File: config.mk
export PLATFORM = sky130hd
export DESIGN_NAME = sfr_read_resume
export DESIGN_NICKNAME = d
export VERILOG_FILES = /design/src/verilog/sfr_read_resume.v
export VERILOG_INCLUDE_DIRS = /design/src /design/src/verilog
export SDC_FILE = /design/constraint.sdc
export NUM_CORES = 1
export LEC_CHECK = 0
export BUFFER_PORTS_ARGS = -buffer_cell sky130_fd_sc_hd__buf_4
export CAP_MARGIN = 0
export CORE_ASPECT_RATIO = 1.25
export CORE_MARGIN = 10
export CORE_UTILIZATION = 45
export DETAILED_ROUTE_END_ITERATION = 8
export PLACE_DENSITY = 0.74
export RECOVER_POWER = 100
export SETUP_SLACK_MARGIN = 0.15
export SLEW_MARGIN = 0
export SYNTH_ARGS = -nofsm -noshare
export SYNTH_HDL_FRONTEND = slang
export SYNTH_SLANG_ARGS = --single-unit
export TNS_END_PERCENT = 5
File: constraint.sdc
create_clock -name core_clk -period 3.65 [get_ports core_clk]
set_input_delay 0.1825 -clock core_clk [delete_from_list [all_inputs] [get_ports core_clk]]
set_output_delay 0.1825 -clock core_clk [all_outputs]
set_load 0.02 [all_outputs]
File: src/verilog/sfr_defines.vh
`ifndef SFR_DEFINES_VH
`define SFR_DEFINES_VH
// instruction codes
`define SFR_CMD_READ 8'h03
`define SFR_CMD_FAST 8'h0B
`define SFR_CMD_DUAL_OUT 8'h3B
`define SFR_CMD_QUAD_OUT 8'h6B
`define SFR_CMD_DUAL_IO 8'hBB
`define SFR_CMD_RESUME 8'h7A
`define SFR_CMD_CRM_RESET 8'hFF
// serial framing
`define SFR_CMD_BITS 8
`define SFR_ADDR_BITS 24
`define SFR_DUMMY_LEGACY 5'h08
`define SFR_DIO_LAT_LEGACY 5'h04
`define SFR_DIO_MODE_CLKS 5'h04
// continue_select_field position and value
`define SFR_SEL_HI 5
`define SFR_SEL_LO 4
`define SFR_CONT_SEL 2'h2
// idle pin and data values
`define SFR_OE_OFF 4'hF
`define SFR_EMPTY_BYTE 8'hFF
// resume timing
`define SFR_CLK_MHZ 50
`define SFR_T_BUSY_NS 200
`define SFR_BUSY_CYC ((`SFR_T_BUSY_NS * `SFR_CLK_MHZ) / 1000)
`endif

File: src/verilog/sfr_read_resume.v
// Operation
// - resume acts only with suspend flag set and busy flag clear.
// - accepted resume clears suspend at once, raises busy within 200 ns.
// - resume ignored when suspend flag is 0 or busy flag is 1.
// - read 03h plus 24-bit address sampled on rising clock edges.
// - addressed byte driven msb first, changing on falling edges.
// - address increments per byte; read ends when chip select rises.
// - read ignored while busy; running cycle untouched.
// - fast read 0Bh has eight dummy clocks; input ignored then.
// - variable latency takes dummy count from latency control field.
// - dual output 3Bh sends two bits per clock after dummies.
// - quad output 6Bh only with quad enable; four bits per clock.
// - dual io BBh takes address and returns data on two lines.
// - select field 10 makes next transaction start at the address.
// - select field not 10 leaves continuous read mode.
// - lower mode nibble is don't-care; host may release lines.
// - dual io legacy four mode clocks; variable uses latency field.
// - continuous-read reset clears stored mode bits.
// - all-ones sequence leaves continuous read mode.
`timescale 1ns/1ps
`include "sfr_defines.vh"

////////////////////////////////////////////////////////////////////////
module sfr_fifo #(
	parameter WIDTH = 8,
	parameter DEPTH = 8,
	parameter AW = 3
) (
	// clock and reset
	input wire core_clk,
	input wire rst_n,
	input wire flush,
	// fill side
	input wire in_valid,
	output wire in_ready,
	input wire [WIDTH-1:0] in_data,
	// drain side
	output wire out_valid,
	input wire out_ready,
	output wire [WIDTH-1:0] out_data
);
	reg [WIDTH-1:0] mem [0:DEPTH-1];
	reg [AW-1:0] wr_ptr_reg;
	reg [AW-1:0] rd_ptr_reg;
	reg [AW:0] count_reg;
	wire push;
	wire pop;

	assign in_ready = (count_reg != DEPTH);
	assign out_valid = (count_reg != 0);
	assign out_data = mem[rd_ptr_reg];
	assign push = in_valid & in_ready;
	assign pop = out_valid & out_ready;

	always @(posedge core_clk)
	begin
		if (push)
			mem[wr_ptr_reg] <= in_data;
	end

	always @(posedge core_clk)
	begin
		if (!rst_n || flush)
		begin
			wr_ptr_reg <= {AW{1'b0}};
			rd_ptr_reg <= {AW{1'b0}};
			count_reg <= {(AW+1){1'b0}};
		end
		else
		begin
			if (push)
				wr_ptr_reg <= wr_ptr_reg + 1'b1;
			if (pop)
				rd_ptr_reg <= rd_ptr_reg + 1'b1;
			if (push && !pop)
				count_reg <= count_reg + 1'b1;
			else if (pop && !push)
				count_reg <= count_reg - 1'b1;
		end
	end
endmodule // sfr_fifo

////////////////////////////////////////////////////////////////////////
module sfr_read_resume #(
	parameter FIFO_DEPTH = 8,
	parameter FIFO_AW = 3
) (
	// clock and reset
	input wire core_clk,
	input wire rst_n,
	// serial pins
	input wire cs_n_pin,
	input wire sclk_pin,
	input wire [3:0] io_in,
	output reg [3:0] io_out,
	output reg [3:0] io_oe_n,
	// status flags
	input wire busy_flag,
	input wire suspend_flag,
	input wire quad_enable_bit,
	input wire var_lat_en,
	input wire [3:0] lat_ctrl,
	// resume controls
	output reg suspend_clr,
	output reg busy_set,
	// memory array
	output reg [23:0] mem_addr,
	output reg mem_req,
	input wire [7:0] mem_rdata,
	input wire mem_rvalid,
	output wire mem_rready,
	// mode status
	output wire cont_mode
);
	localparam [2:0] ST_CMD = 3'h0;
	localparam [2:0] ST_ADDR = 3'h1;
	localparam [2:0] ST_LAT = 3'h2;
	localparam [2:0] ST_DATA = 3'h3;
	localparam [2:0] ST_IGN = 3'h4;
	localparam integer CMD_LAST_I = `SFR_CMD_BITS - 1;
	localparam integer ADDR_LAST1_I = `SFR_ADDR_BITS - 1;
	localparam integer ADDR_LAST2_I = `SFR_ADDR_BITS / 2 - 1;
	localparam integer BUSY_CYC_I = `SFR_BUSY_CYC;
	localparam [4:0] CMD_LAST = CMD_LAST_I[4:0];
	localparam [4:0] ADDR_LAST1 = ADDR_LAST1_I[4:0];
	localparam [4:0] ADDR_LAST2 = ADDR_LAST2_I[4:0];
	localparam [3:0] BUSY_CYC = BUSY_CYC_I[3:0];

	// latency clocks after the address for a read instruction
	function [4:0] fn_lat;
		input [7:0] cmd;
		input var_en;
		input [3:0] lat;
		begin
			if (cmd == `SFR_CMD_READ)
				fn_lat = 5'h00;
			else if (var_en)
				fn_lat = {1'b0, lat};
			else if (cmd == `SFR_CMD_DUAL_IO)
				fn_lat = `SFR_DIO_LAT_LEGACY;
			else
				fn_lat = `SFR_DUMMY_LEGACY;
		end
	endfunction

	// bits per clock on the output side
	function [3:0] fn_out_w;
		input [7:0] cmd;
		begin
			if (cmd == `SFR_CMD_QUAD_OUT)
				fn_out_w = 4'h4;
			else if (cmd == `SFR_CMD_DUAL_OUT || cmd == `SFR_CMD_DUAL_IO)
				fn_out_w = 4'h2;
			else
				fn_out_w = 4'h1;
		end
	endfunction

	////////////////////////////////////////////////////////////////////
	// pin synchronisers, third stage only for edge finding
	reg [2:0] cs_sync_reg;
	reg [2:0] sclk_sync_reg;
	reg [3:0] io_s1_reg;
	reg [3:0] io_s2_reg;
	wire cs_s;
	wire cs_rise;
	wire cs_fall;
	wire sclk_rise;
	wire sclk_fall;
	wire io0;
	wire io1;

	always @(posedge core_clk)
	begin
		if (!rst_n)
		begin
			cs_sync_reg <= 3'h7;
			sclk_sync_reg <= 3'h0;
			io_s1_reg <= 4'h0;
			io_s2_reg <= 4'h0;
		end
		else
		begin
			cs_sync_reg <= {cs_sync_reg[1:0], cs_n_pin};
			sclk_sync_reg <= {sclk_sync_reg[1:0], sclk_pin};
			io_s1_reg <= io_in;
			io_s2_reg <= io_s1_reg;
		end
	end

	assign cs_s = cs_sync_reg[1];
	assign cs_rise = cs_sync_reg[1] & ~cs_sync_reg[2];
	assign cs_fall = ~cs_sync_reg[1] & cs_sync_reg[2];
	assign sclk_rise = sclk_sync_reg[1] & ~sclk_sync_reg[2];
	assign sclk_fall = ~sclk_sync_reg[1] & sclk_sync_reg[2];
	assign io0 = io_s2_reg[0];
	assign io1 = io_s2_reg[1];

	////////////////////////////////////////////////////////////////////
	// serial decoder
	reg [2:0] state_reg;
	reg [4:0] cnt_reg;
	reg [4:0] lat_reg;
	reg [7:0] cmd_reg;
	reg [7:0] cmd_sr_reg;
	reg [23:0] addr_sr_reg;
	reg [7:0] mode_reg;
	reg mode_done_reg;
	reg in_w2_reg;
	reg cont_reg;
	reg cont_txn_reg;
	reg all_ones_reg;
	reg res_cand_reg;
	reg fetch_on_reg;
	wire fetch_start;
	wire [7:0] cmd_next;
	wire [23:0] addr_next;
	wire addr_last;
	wire [4:0] lat_next;
	wire read_cmd;
	wire read_ok;

	assign cmd_next = {cmd_sr_reg[6:0], io0};
	assign addr_next = in_w2_reg ? {addr_sr_reg[21:0], io1, io0}
		: {addr_sr_reg[22:0], io0};
	assign addr_last = (cnt_reg == (in_w2_reg ? ADDR_LAST2 : ADDR_LAST1));
	assign lat_next = fn_lat(cmd_reg, var_lat_en, lat_ctrl);
	assign read_cmd = (cmd_next == `SFR_CMD_READ)
		|| (cmd_next == `SFR_CMD_FAST)
		|| (cmd_next == `SFR_CMD_DUAL_OUT)
		|| (cmd_next == `SFR_CMD_QUAD_OUT)
		|| (cmd_next == `SFR_CMD_DUAL_IO);
	// quad output needs the quad enable bit
	assign read_ok = read_cmd && !busy_flag &&
		(cmd_next != `SFR_CMD_QUAD_OUT || quad_enable_bit);
	assign cont_mode = cont_reg;
	// fetch starts on the last address bit itself: any later start
	// leaves the first byte missing at the first data edge
	assign fetch_start = !cs_s && !cs_fall && sclk_rise
		&& state_reg == ST_ADDR && addr_last;

	always @(posedge core_clk)
	begin
		if (!rst_n)
		begin
			state_reg <= ST_CMD;
			cnt_reg <= 5'h00;
			lat_reg <= 5'h00;
			cmd_reg <= 8'h00;
			cmd_sr_reg <= 8'h00;
			addr_sr_reg <= 24'h000000;
			mode_reg <= 8'h00;
			mode_done_reg <= 1'b0;
			in_w2_reg <= 1'b0;
			cont_reg <= 1'b0;
			cont_txn_reg <= 1'b0;
			all_ones_reg <= 1'b0;
			res_cand_reg <= 1'b0;
			fetch_on_reg <= 1'b0;
		end
		else
		begin
			if (cs_rise)
			begin
				state_reg <= ST_CMD;
				fetch_on_reg <= 1'b0;
				res_cand_reg <= 1'b0;
				if (cmd_reg == `SFR_CMD_DUAL_IO && mode_done_reg)
					cont_reg <= (mode_reg[`SFR_SEL_HI:`SFR_SEL_LO]
						== `SFR_CONT_SEL);
				else if (cont_txn_reg && all_ones_reg)
					cont_reg <= 1'b0;
			end
			else if (cs_fall)
			begin
				// a stored select field skips the instruction byte
				cnt_reg <= 5'h00;
				mode_done_reg <= 1'b0;
				cont_txn_reg <= cont_reg;
				all_ones_reg <= 1'b1;
				in_w2_reg <= cont_reg;
				if (cont_reg)
				begin
					cmd_reg <= `SFR_CMD_DUAL_IO;
					state_reg <= busy_flag ? ST_IGN : ST_ADDR;
				end
				else
					state_reg <= ST_CMD;
			end
			else if (!cs_s && sclk_rise)
			begin
				if (cont_txn_reg && (state_reg == ST_ADDR
					|| state_reg == ST_LAT) && !(io0 && io1))
					all_ones_reg <= 1'b0;
				case (state_reg)
				ST_CMD:
				begin
					cmd_sr_reg <= cmd_next;
					cnt_reg <= cnt_reg + 5'h01;
					if (cnt_reg == CMD_LAST)
					begin
						cmd_reg <= cmd_next;
						cnt_reg <= 5'h00;
						in_w2_reg <= (cmd_next == `SFR_CMD_DUAL_IO);
						state_reg <= read_ok ? ST_ADDR : ST_IGN;
						res_cand_reg <= (cmd_next == `SFR_CMD_RESUME);
						if (cmd_next == `SFR_CMD_CRM_RESET)
							cont_reg <= 1'b0;
					end
				end
				ST_ADDR:
				begin
					addr_sr_reg <= addr_next;
					cnt_reg <= cnt_reg + 5'h01;
					if (addr_last)
					begin
						cnt_reg <= 5'h00;
						lat_reg <= lat_next;
						fetch_on_reg <= 1'b1;
						state_reg <= (lat_next == 5'h00) ? ST_DATA : ST_LAT;
					end
				end
				ST_LAT:
				begin
					// dummy clocks ignore the inputs
					cnt_reg <= cnt_reg + 5'h01;
					if (cmd_reg == `SFR_CMD_DUAL_IO
						&& cnt_reg < `SFR_DIO_MODE_CLKS)
					begin
						mode_reg <= {mode_reg[5:0], io1, io0};
						if (cnt_reg == `SFR_DIO_MODE_CLKS - 5'h01)
							mode_done_reg <= 1'b1;
					end
					if (cnt_reg == lat_reg - 5'h01)
						state_reg <= ST_DATA;
				end
				ST_DATA:
					state_reg <= ST_DATA;
				ST_IGN:
					state_reg <= ST_IGN;
				default:
					state_reg <= ST_CMD;
				endcase
			end
		end
	end

	////////////////////////////////////////////////////////////////////
	// resume: acted on at deselect, busy raised after a short delay
	reg [3:0] busy_cnt_reg;

	always @(posedge core_clk)
	begin
		if (!rst_n)
		begin
			suspend_clr <= 1'b0;
			busy_set <= 1'b0;
			busy_cnt_reg <= 4'h0;
		end
		else
		begin
			suspend_clr <= 1'b0;
			busy_set <= 1'b0;
			if (cs_rise && res_cand_reg && suspend_flag && !busy_flag)
			begin
				suspend_clr <= 1'b1;
				busy_cnt_reg <= BUSY_CYC;
			end
			else if (busy_cnt_reg != 4'h0)
			begin
				busy_cnt_reg <= busy_cnt_reg - 4'h1;
				if (busy_cnt_reg == 4'h1)
					busy_set <= 1'b1;
			end
		end
	end

	////////////////////////////////////////////////////////////////////
	// prefetch: one outstanding request, memory stalled by a full fifo
	reg pend_reg;
	wire fifo_in_ready;
	wire fifo_out_valid;
	wire [7:0] fifo_out_data;
	wire fifo_pop;
	wire fifo_flush;

	assign mem_rready = fifo_in_ready;
	assign fifo_flush = cs_rise | fetch_start;

	always @(posedge core_clk)
	begin
		if (!rst_n)
		begin
			mem_addr <= 24'h000000;
			mem_req <= 1'b0;
			pend_reg <= 1'b0;
		end
		else
		begin
			mem_req <= 1'b0;
			if (fetch_start)
			begin
				mem_addr <= addr_next;
				mem_req <= 1'b1;
				pend_reg <= 1'b1;
			end
			else if (!fetch_on_reg)
				pend_reg <= 1'b0;
			else if (pend_reg)
			begin
				if (mem_rvalid && fifo_in_ready)
				begin
					pend_reg <= 1'b0;
					mem_addr <= mem_addr + 24'h000001;
				end
			end
			else if (fifo_in_ready)
			begin
				mem_req <= 1'b1;
				pend_reg <= 1'b1;
			end
		end
	end

	sfr_fifo #(
		.WIDTH(8),
		.DEPTH(FIFO_DEPTH),
		.AW(FIFO_AW)
	) u_fifo (
		.core_clk(core_clk),
		.rst_n(rst_n),
		.flush(fifo_flush),
		.in_valid(mem_rvalid & pend_reg & fetch_on_reg),
		.in_ready(fifo_in_ready),
		.in_data(mem_rdata),
		.out_valid(fifo_out_valid),
		.out_ready(fifo_pop),
		.out_data(fifo_out_data)
	);

	////////////////////////////////////////////////////////////////////
	// output shifter on falling edges
	reg [7:0] out_sr_reg;
	reg [3:0] bits_left_reg;
	reg [3:0] out_w_reg;
	reg [7:0] cur_byte;
	wire out_step;

	assign out_step = !cs_s && sclk_fall && state_reg == ST_DATA;
	assign fifo_pop = out_step && bits_left_reg == 4'h0;

	always @*
	begin
		cur_byte = out_sr_reg;
		if (bits_left_reg == 4'h0)
			cur_byte = fifo_out_valid ? fifo_out_data : `SFR_EMPTY_BYTE;
	end

	always @(posedge core_clk)
	begin
		if (!rst_n)
		begin
			io_out <= 4'h0;
			io_oe_n <= `SFR_OE_OFF;
			out_sr_reg <= 8'h00;
			bits_left_reg <= 4'h0;
			out_w_reg <= 4'h1;
		end
		else if (cs_s || state_reg != ST_DATA)
		begin
			io_oe_n <= `SFR_OE_OFF;
			bits_left_reg <= 4'h0;
			out_w_reg <= fn_out_w(cmd_reg);
		end
		else if (out_step)
		begin
			out_sr_reg <= cur_byte << out_w_reg;
			bits_left_reg <= ((bits_left_reg == 4'h0) ? 4'h8
				: bits_left_reg) - out_w_reg;
			case (out_w_reg)
			4'h4:
			begin
				io_out <= cur_byte[7:4];
				io_oe_n <= 4'h0;
			end
			4'h2:
			begin
				io_out <= {2'h0, cur_byte[7:6]};
				io_oe_n <= 4'hC;
			end
			default:
			begin
				io_out <= {2'h0, cur_byte[7], 1'b0};
				io_oe_n <= 4'hD;
			end
			endcase
		end
	end
endmodule // sfr_read_resume

==> flow_summary.yaml <==
worst_setup_path:
  critical_path_depth: 10
  path_class: "flop to flop"
  reg2reg_setup_slack_ns: 0.43
  cp_num_buf_inv: 3
  cp_max_fanout: 47
  cp.required_ns: 4.07
  timing.critical_path.from: "cs_sync_reg[1]"
  crit_arrival_ns: 3.64
  worstSetupStartpointType: "flop"
  reg2regPathDepth: 10
  critical_path.endpoint_type: "flop"
  cp_top_family: "buffers and inverters"
  worst_path_max_delay_cell: "clkbuf_2"
  crit-reg2reg-capture: "lat_reg[0]"
  crit_chain: "inv_1, ha_1, nor4b_1, clkbuf_1, and2_1, clkbuf_2, and2_0, and3_1, a22oi_1, nor2_1"
  crit-reg2reg-launch: "cs_sync_reg[1]"
  critical_path.max_stage_delay_ns: 0.67
  critPathCapture: "lat_reg[0]"
global_route:
  grt_antenna_before_repair: 0
  global_route_wire_length_before_repair_um: 33600
  globalRouteOverflowTotal: 0
  grt_util_all_layers: 0.147
  number_of_global_route_vias_before_repair: 6819
  grt_start_max_net_pins: 48
clocking:
  post_cts_resized: 0
  post_cts.repair.setup_buffers: 0
  clock_sink_count: 204
  cts_tree: "built"
  htree_num_levels: 1
  clock_transition_at_the_registers_of_the_reported_paths_ns: 0.06
  clock_path_buffers: 3
  cts_root_buffer: "clkbuf_16"
  cts_buffers: 21
  clk_latency_worst_skew_pair_ns: 0.49
synth:
  synth_enable_flop_cells: 64
  yosys_register_bits: 204
  postSynthNetCount: 949
  yosys.area_share.simple: 0.178
  synth_mux_area_frac: 0.0935
  synthXorXnorAreaFrac: 0.0339
  synth_compound_gate_area_share: 0.130
  synth-warning-count: 0
  seq_area_frac_synth: 0.508
  synth_top_flop_cell: "dfxtp_1"
  synth-async-reset-ratio: 0
  adder_cell_area_share_of_the_yosys_netlist: 0.0231
  postSynthAreaPerCell_sq_um: 10.2
  postSynthCellCount: 908
  post_synth_instance_area_sq_um: 9310
  synth.lib_cells_used.distinct: 76
  largest_family_of_logic_cells_by_synthesized_area: "simple AND/OR/NAND/NOR gates"
sta:
  post-route-min-period_ns: 3.22
  totalNegativeSetupSlack_ns: 0
  drv_slew: 0
  max_slew.worst_pin.slew_ns: 1.43
  slew-limit-headroom: 0.0384
  fin_skew_ns: 0.0150
  setup_viol_count_final: 0
  final_min_period_over_clock_period: 0.882
  postLayoutSetupSlackWorst_ns: 0.431
  grt_setup_unrepaired: "no"
  final_hold_viol_count: 0
  clock.fmax_ghz: 0.311
floorplanning:
  floorplan.initialDensity: 0.460
  std_cell_rows: 58
  ios: 62
  dieHeight_um: 181
  die_width_um: 149
  design.die.area_sq_um: 26900
  floorplan.core_area_sq_um: 20200
place:
  placement.io_buffers: 59
  finalWeightedCongestion: 0.832
  placement.cell_area_sq_um: 10000
  dp_worst_setup_slack_ns: 0.672
  hpwl_um: 13800
routing:
  detail-route-antenna-nets: 0
  num_vias: 6972
  post_drt_via_cell_ratio: 5.57
  number_of_iterations_in_the_first_detailed_routing_pass: 5
  detailed_router_s_first_iteration_violation_count: 361
  wl_um: 20500
  route.detailed.wl_per_inst_um: 16.4
  drc: 0
hold_path:
  hold_depth: 4
  min_path_type: "input pin to flop"
flow_run:
  timing.max_cap.violations: 0
pwr:
  post_layout_power_mw: 4.42
  leakage_nw: 3.54
  vdd_drop_max_mv: 0.384
  cellPowerDensity_nw_per_um2: 420
layout:
  antenna_diode_count: 0
  nFillCells: 1820
  largest_register_ffs: 64
  postLayoutCoreUtil: 0.520
  num-nets-final: 1009
  drive_gt1_frac: 0.0916
  commonest_non_fill_non_tap_cell_in_the_layout: "dfxtp_1"
  finalInstanceArea_sq_um: 10500
  most-common-layout-cells: "dfxtp_1, nor2_1, nand2_1"
  synthToLayoutAreaGrowth_pct: 13.1
status:
  status: "completed"
-- final cells by class --
| class | count | area, sq um | share of cell area |
|---|---|---|---|
| tap | 270 | 338 | 0.0321 |
| clock buffer | 25 | 541 | 0.0514 |
| multi-input combinational | 626 | 4240 | 0.403 |
| timing repair buffer | 91 | 507 | 0.0481 |
| sequential | 204 | 4720 | 0.449 |
| inverter | 24 | 90.1 | 0.00856 |
| clock inverter | 12 | 82.6 | 0.00785 |
-- tightest hold or removal path, cell delays in order --
cell      delay, ns
buf_4          0.09
nand3_1        0.06
o211ai_1       0.09
a21oi_1        0.07
-- worst min-delay path by stage --
stage                             from               end
final                       mem_rvalid          pend_reg
after CTS                   mem_rvalid          pend_reg
after global routing        mem_rvalid          pend_reg
after floorplan           mem_rdata[0]  u_fifo.mem[0][0]
after global placement        cs_n_pin    cs_sync_reg[0]
after detailed placement      cs_n_pin    cs_sync_reg[0]
-- through the flow --
stage | std cells | hold slack, ns
after floorplan | 908 | 0.281
after global placement | 1201 | 0.376
after detailed placement | 1201 | 0.372
after CTS | 1252 | 0.0440
after global routing | 1252 | 0.0840
final | 1252 | 0.0560
-- where the power goes --
group | leakage, nW | switching (mW) | internal [mW]
registers | 1.70 | 0.00767 | 2.34
clock network | 0.288 | 0.852 | 1.12
logic | 1.55 | 0.0580 | 0.0353
total | 3.54 | 0.918 | 3.50
-- what timing repair did --
item,4_1_cts,5_1_grt
hold buffers,14,0
endpoints found under the hold margin,70,0
endpoints found under the setup margin,0,0
-- synthesized netlist by cell type (3+ instances only) --
master,n,area [sq um]
dfxtp_1,140,2800
nand2b_1,12,75.1
nor4bb_1,4,40.0
o21a_1,3,22.5
mux4_2,17,383
mux2i_1,43,430
mux2_2,5,56.3
a22oi_1,6,45.0
or3_1,7,43.8
or4_1,4,30.0
nor2_1,92,345
a211o_1,3,26.3
a211oi_1,37,278
buf_1,6,22.5
xnor2_1,17,149
edfxtp_1,64,1920
clkbuf_1,36,135
ha_1,14,175
a31oi_1,4,25.0
inv_1,21,78.8
nand4_1,9,56.3
nand3_1,36,180
o22ai_1,3,18.8
nand2_1,86,323
o221a_2,6,67.6
o21ai_0,22,110
and4_1,3,26.3
nor4_1,9,56.3
a2bb2oi_1,3,26.3
a21oi_1,59,295
a2111oi_0,3,26.3
xor2_1,19,166
nor3_1,18,90.1
o211a_1,9,90.1
and2_1,17,106
and3_1,5,31.3
nor2b_1,7,43.8
buf_2,10,50.1
-- per-layer routing --
metal	GRT usage	part of all wire	wire [um]	up-vias
li1	-	-	-	3432
met1	0.179	0.43	8710	3339
met2	0.264	0.50	10300	158
met3	0.0210	0.049	1000	43
met4	0.0389	0.021	440	0
met5	0	0	0	-
-- logic make-up (layout without fill, tap and decap cells) --
logic type | after synthesis | count (layout)
AOI/OAI and AO/OA | 179 | 179
muxes | 65 | 65
and+or+nand+nor | 330 | 330
adders and majority gates | 16 | 16
buffers and inverters | 78 | 152
DFF | 204 | 204
xor gates and xnor gates | 36 | 36
(Power assumes the default switching activity.)
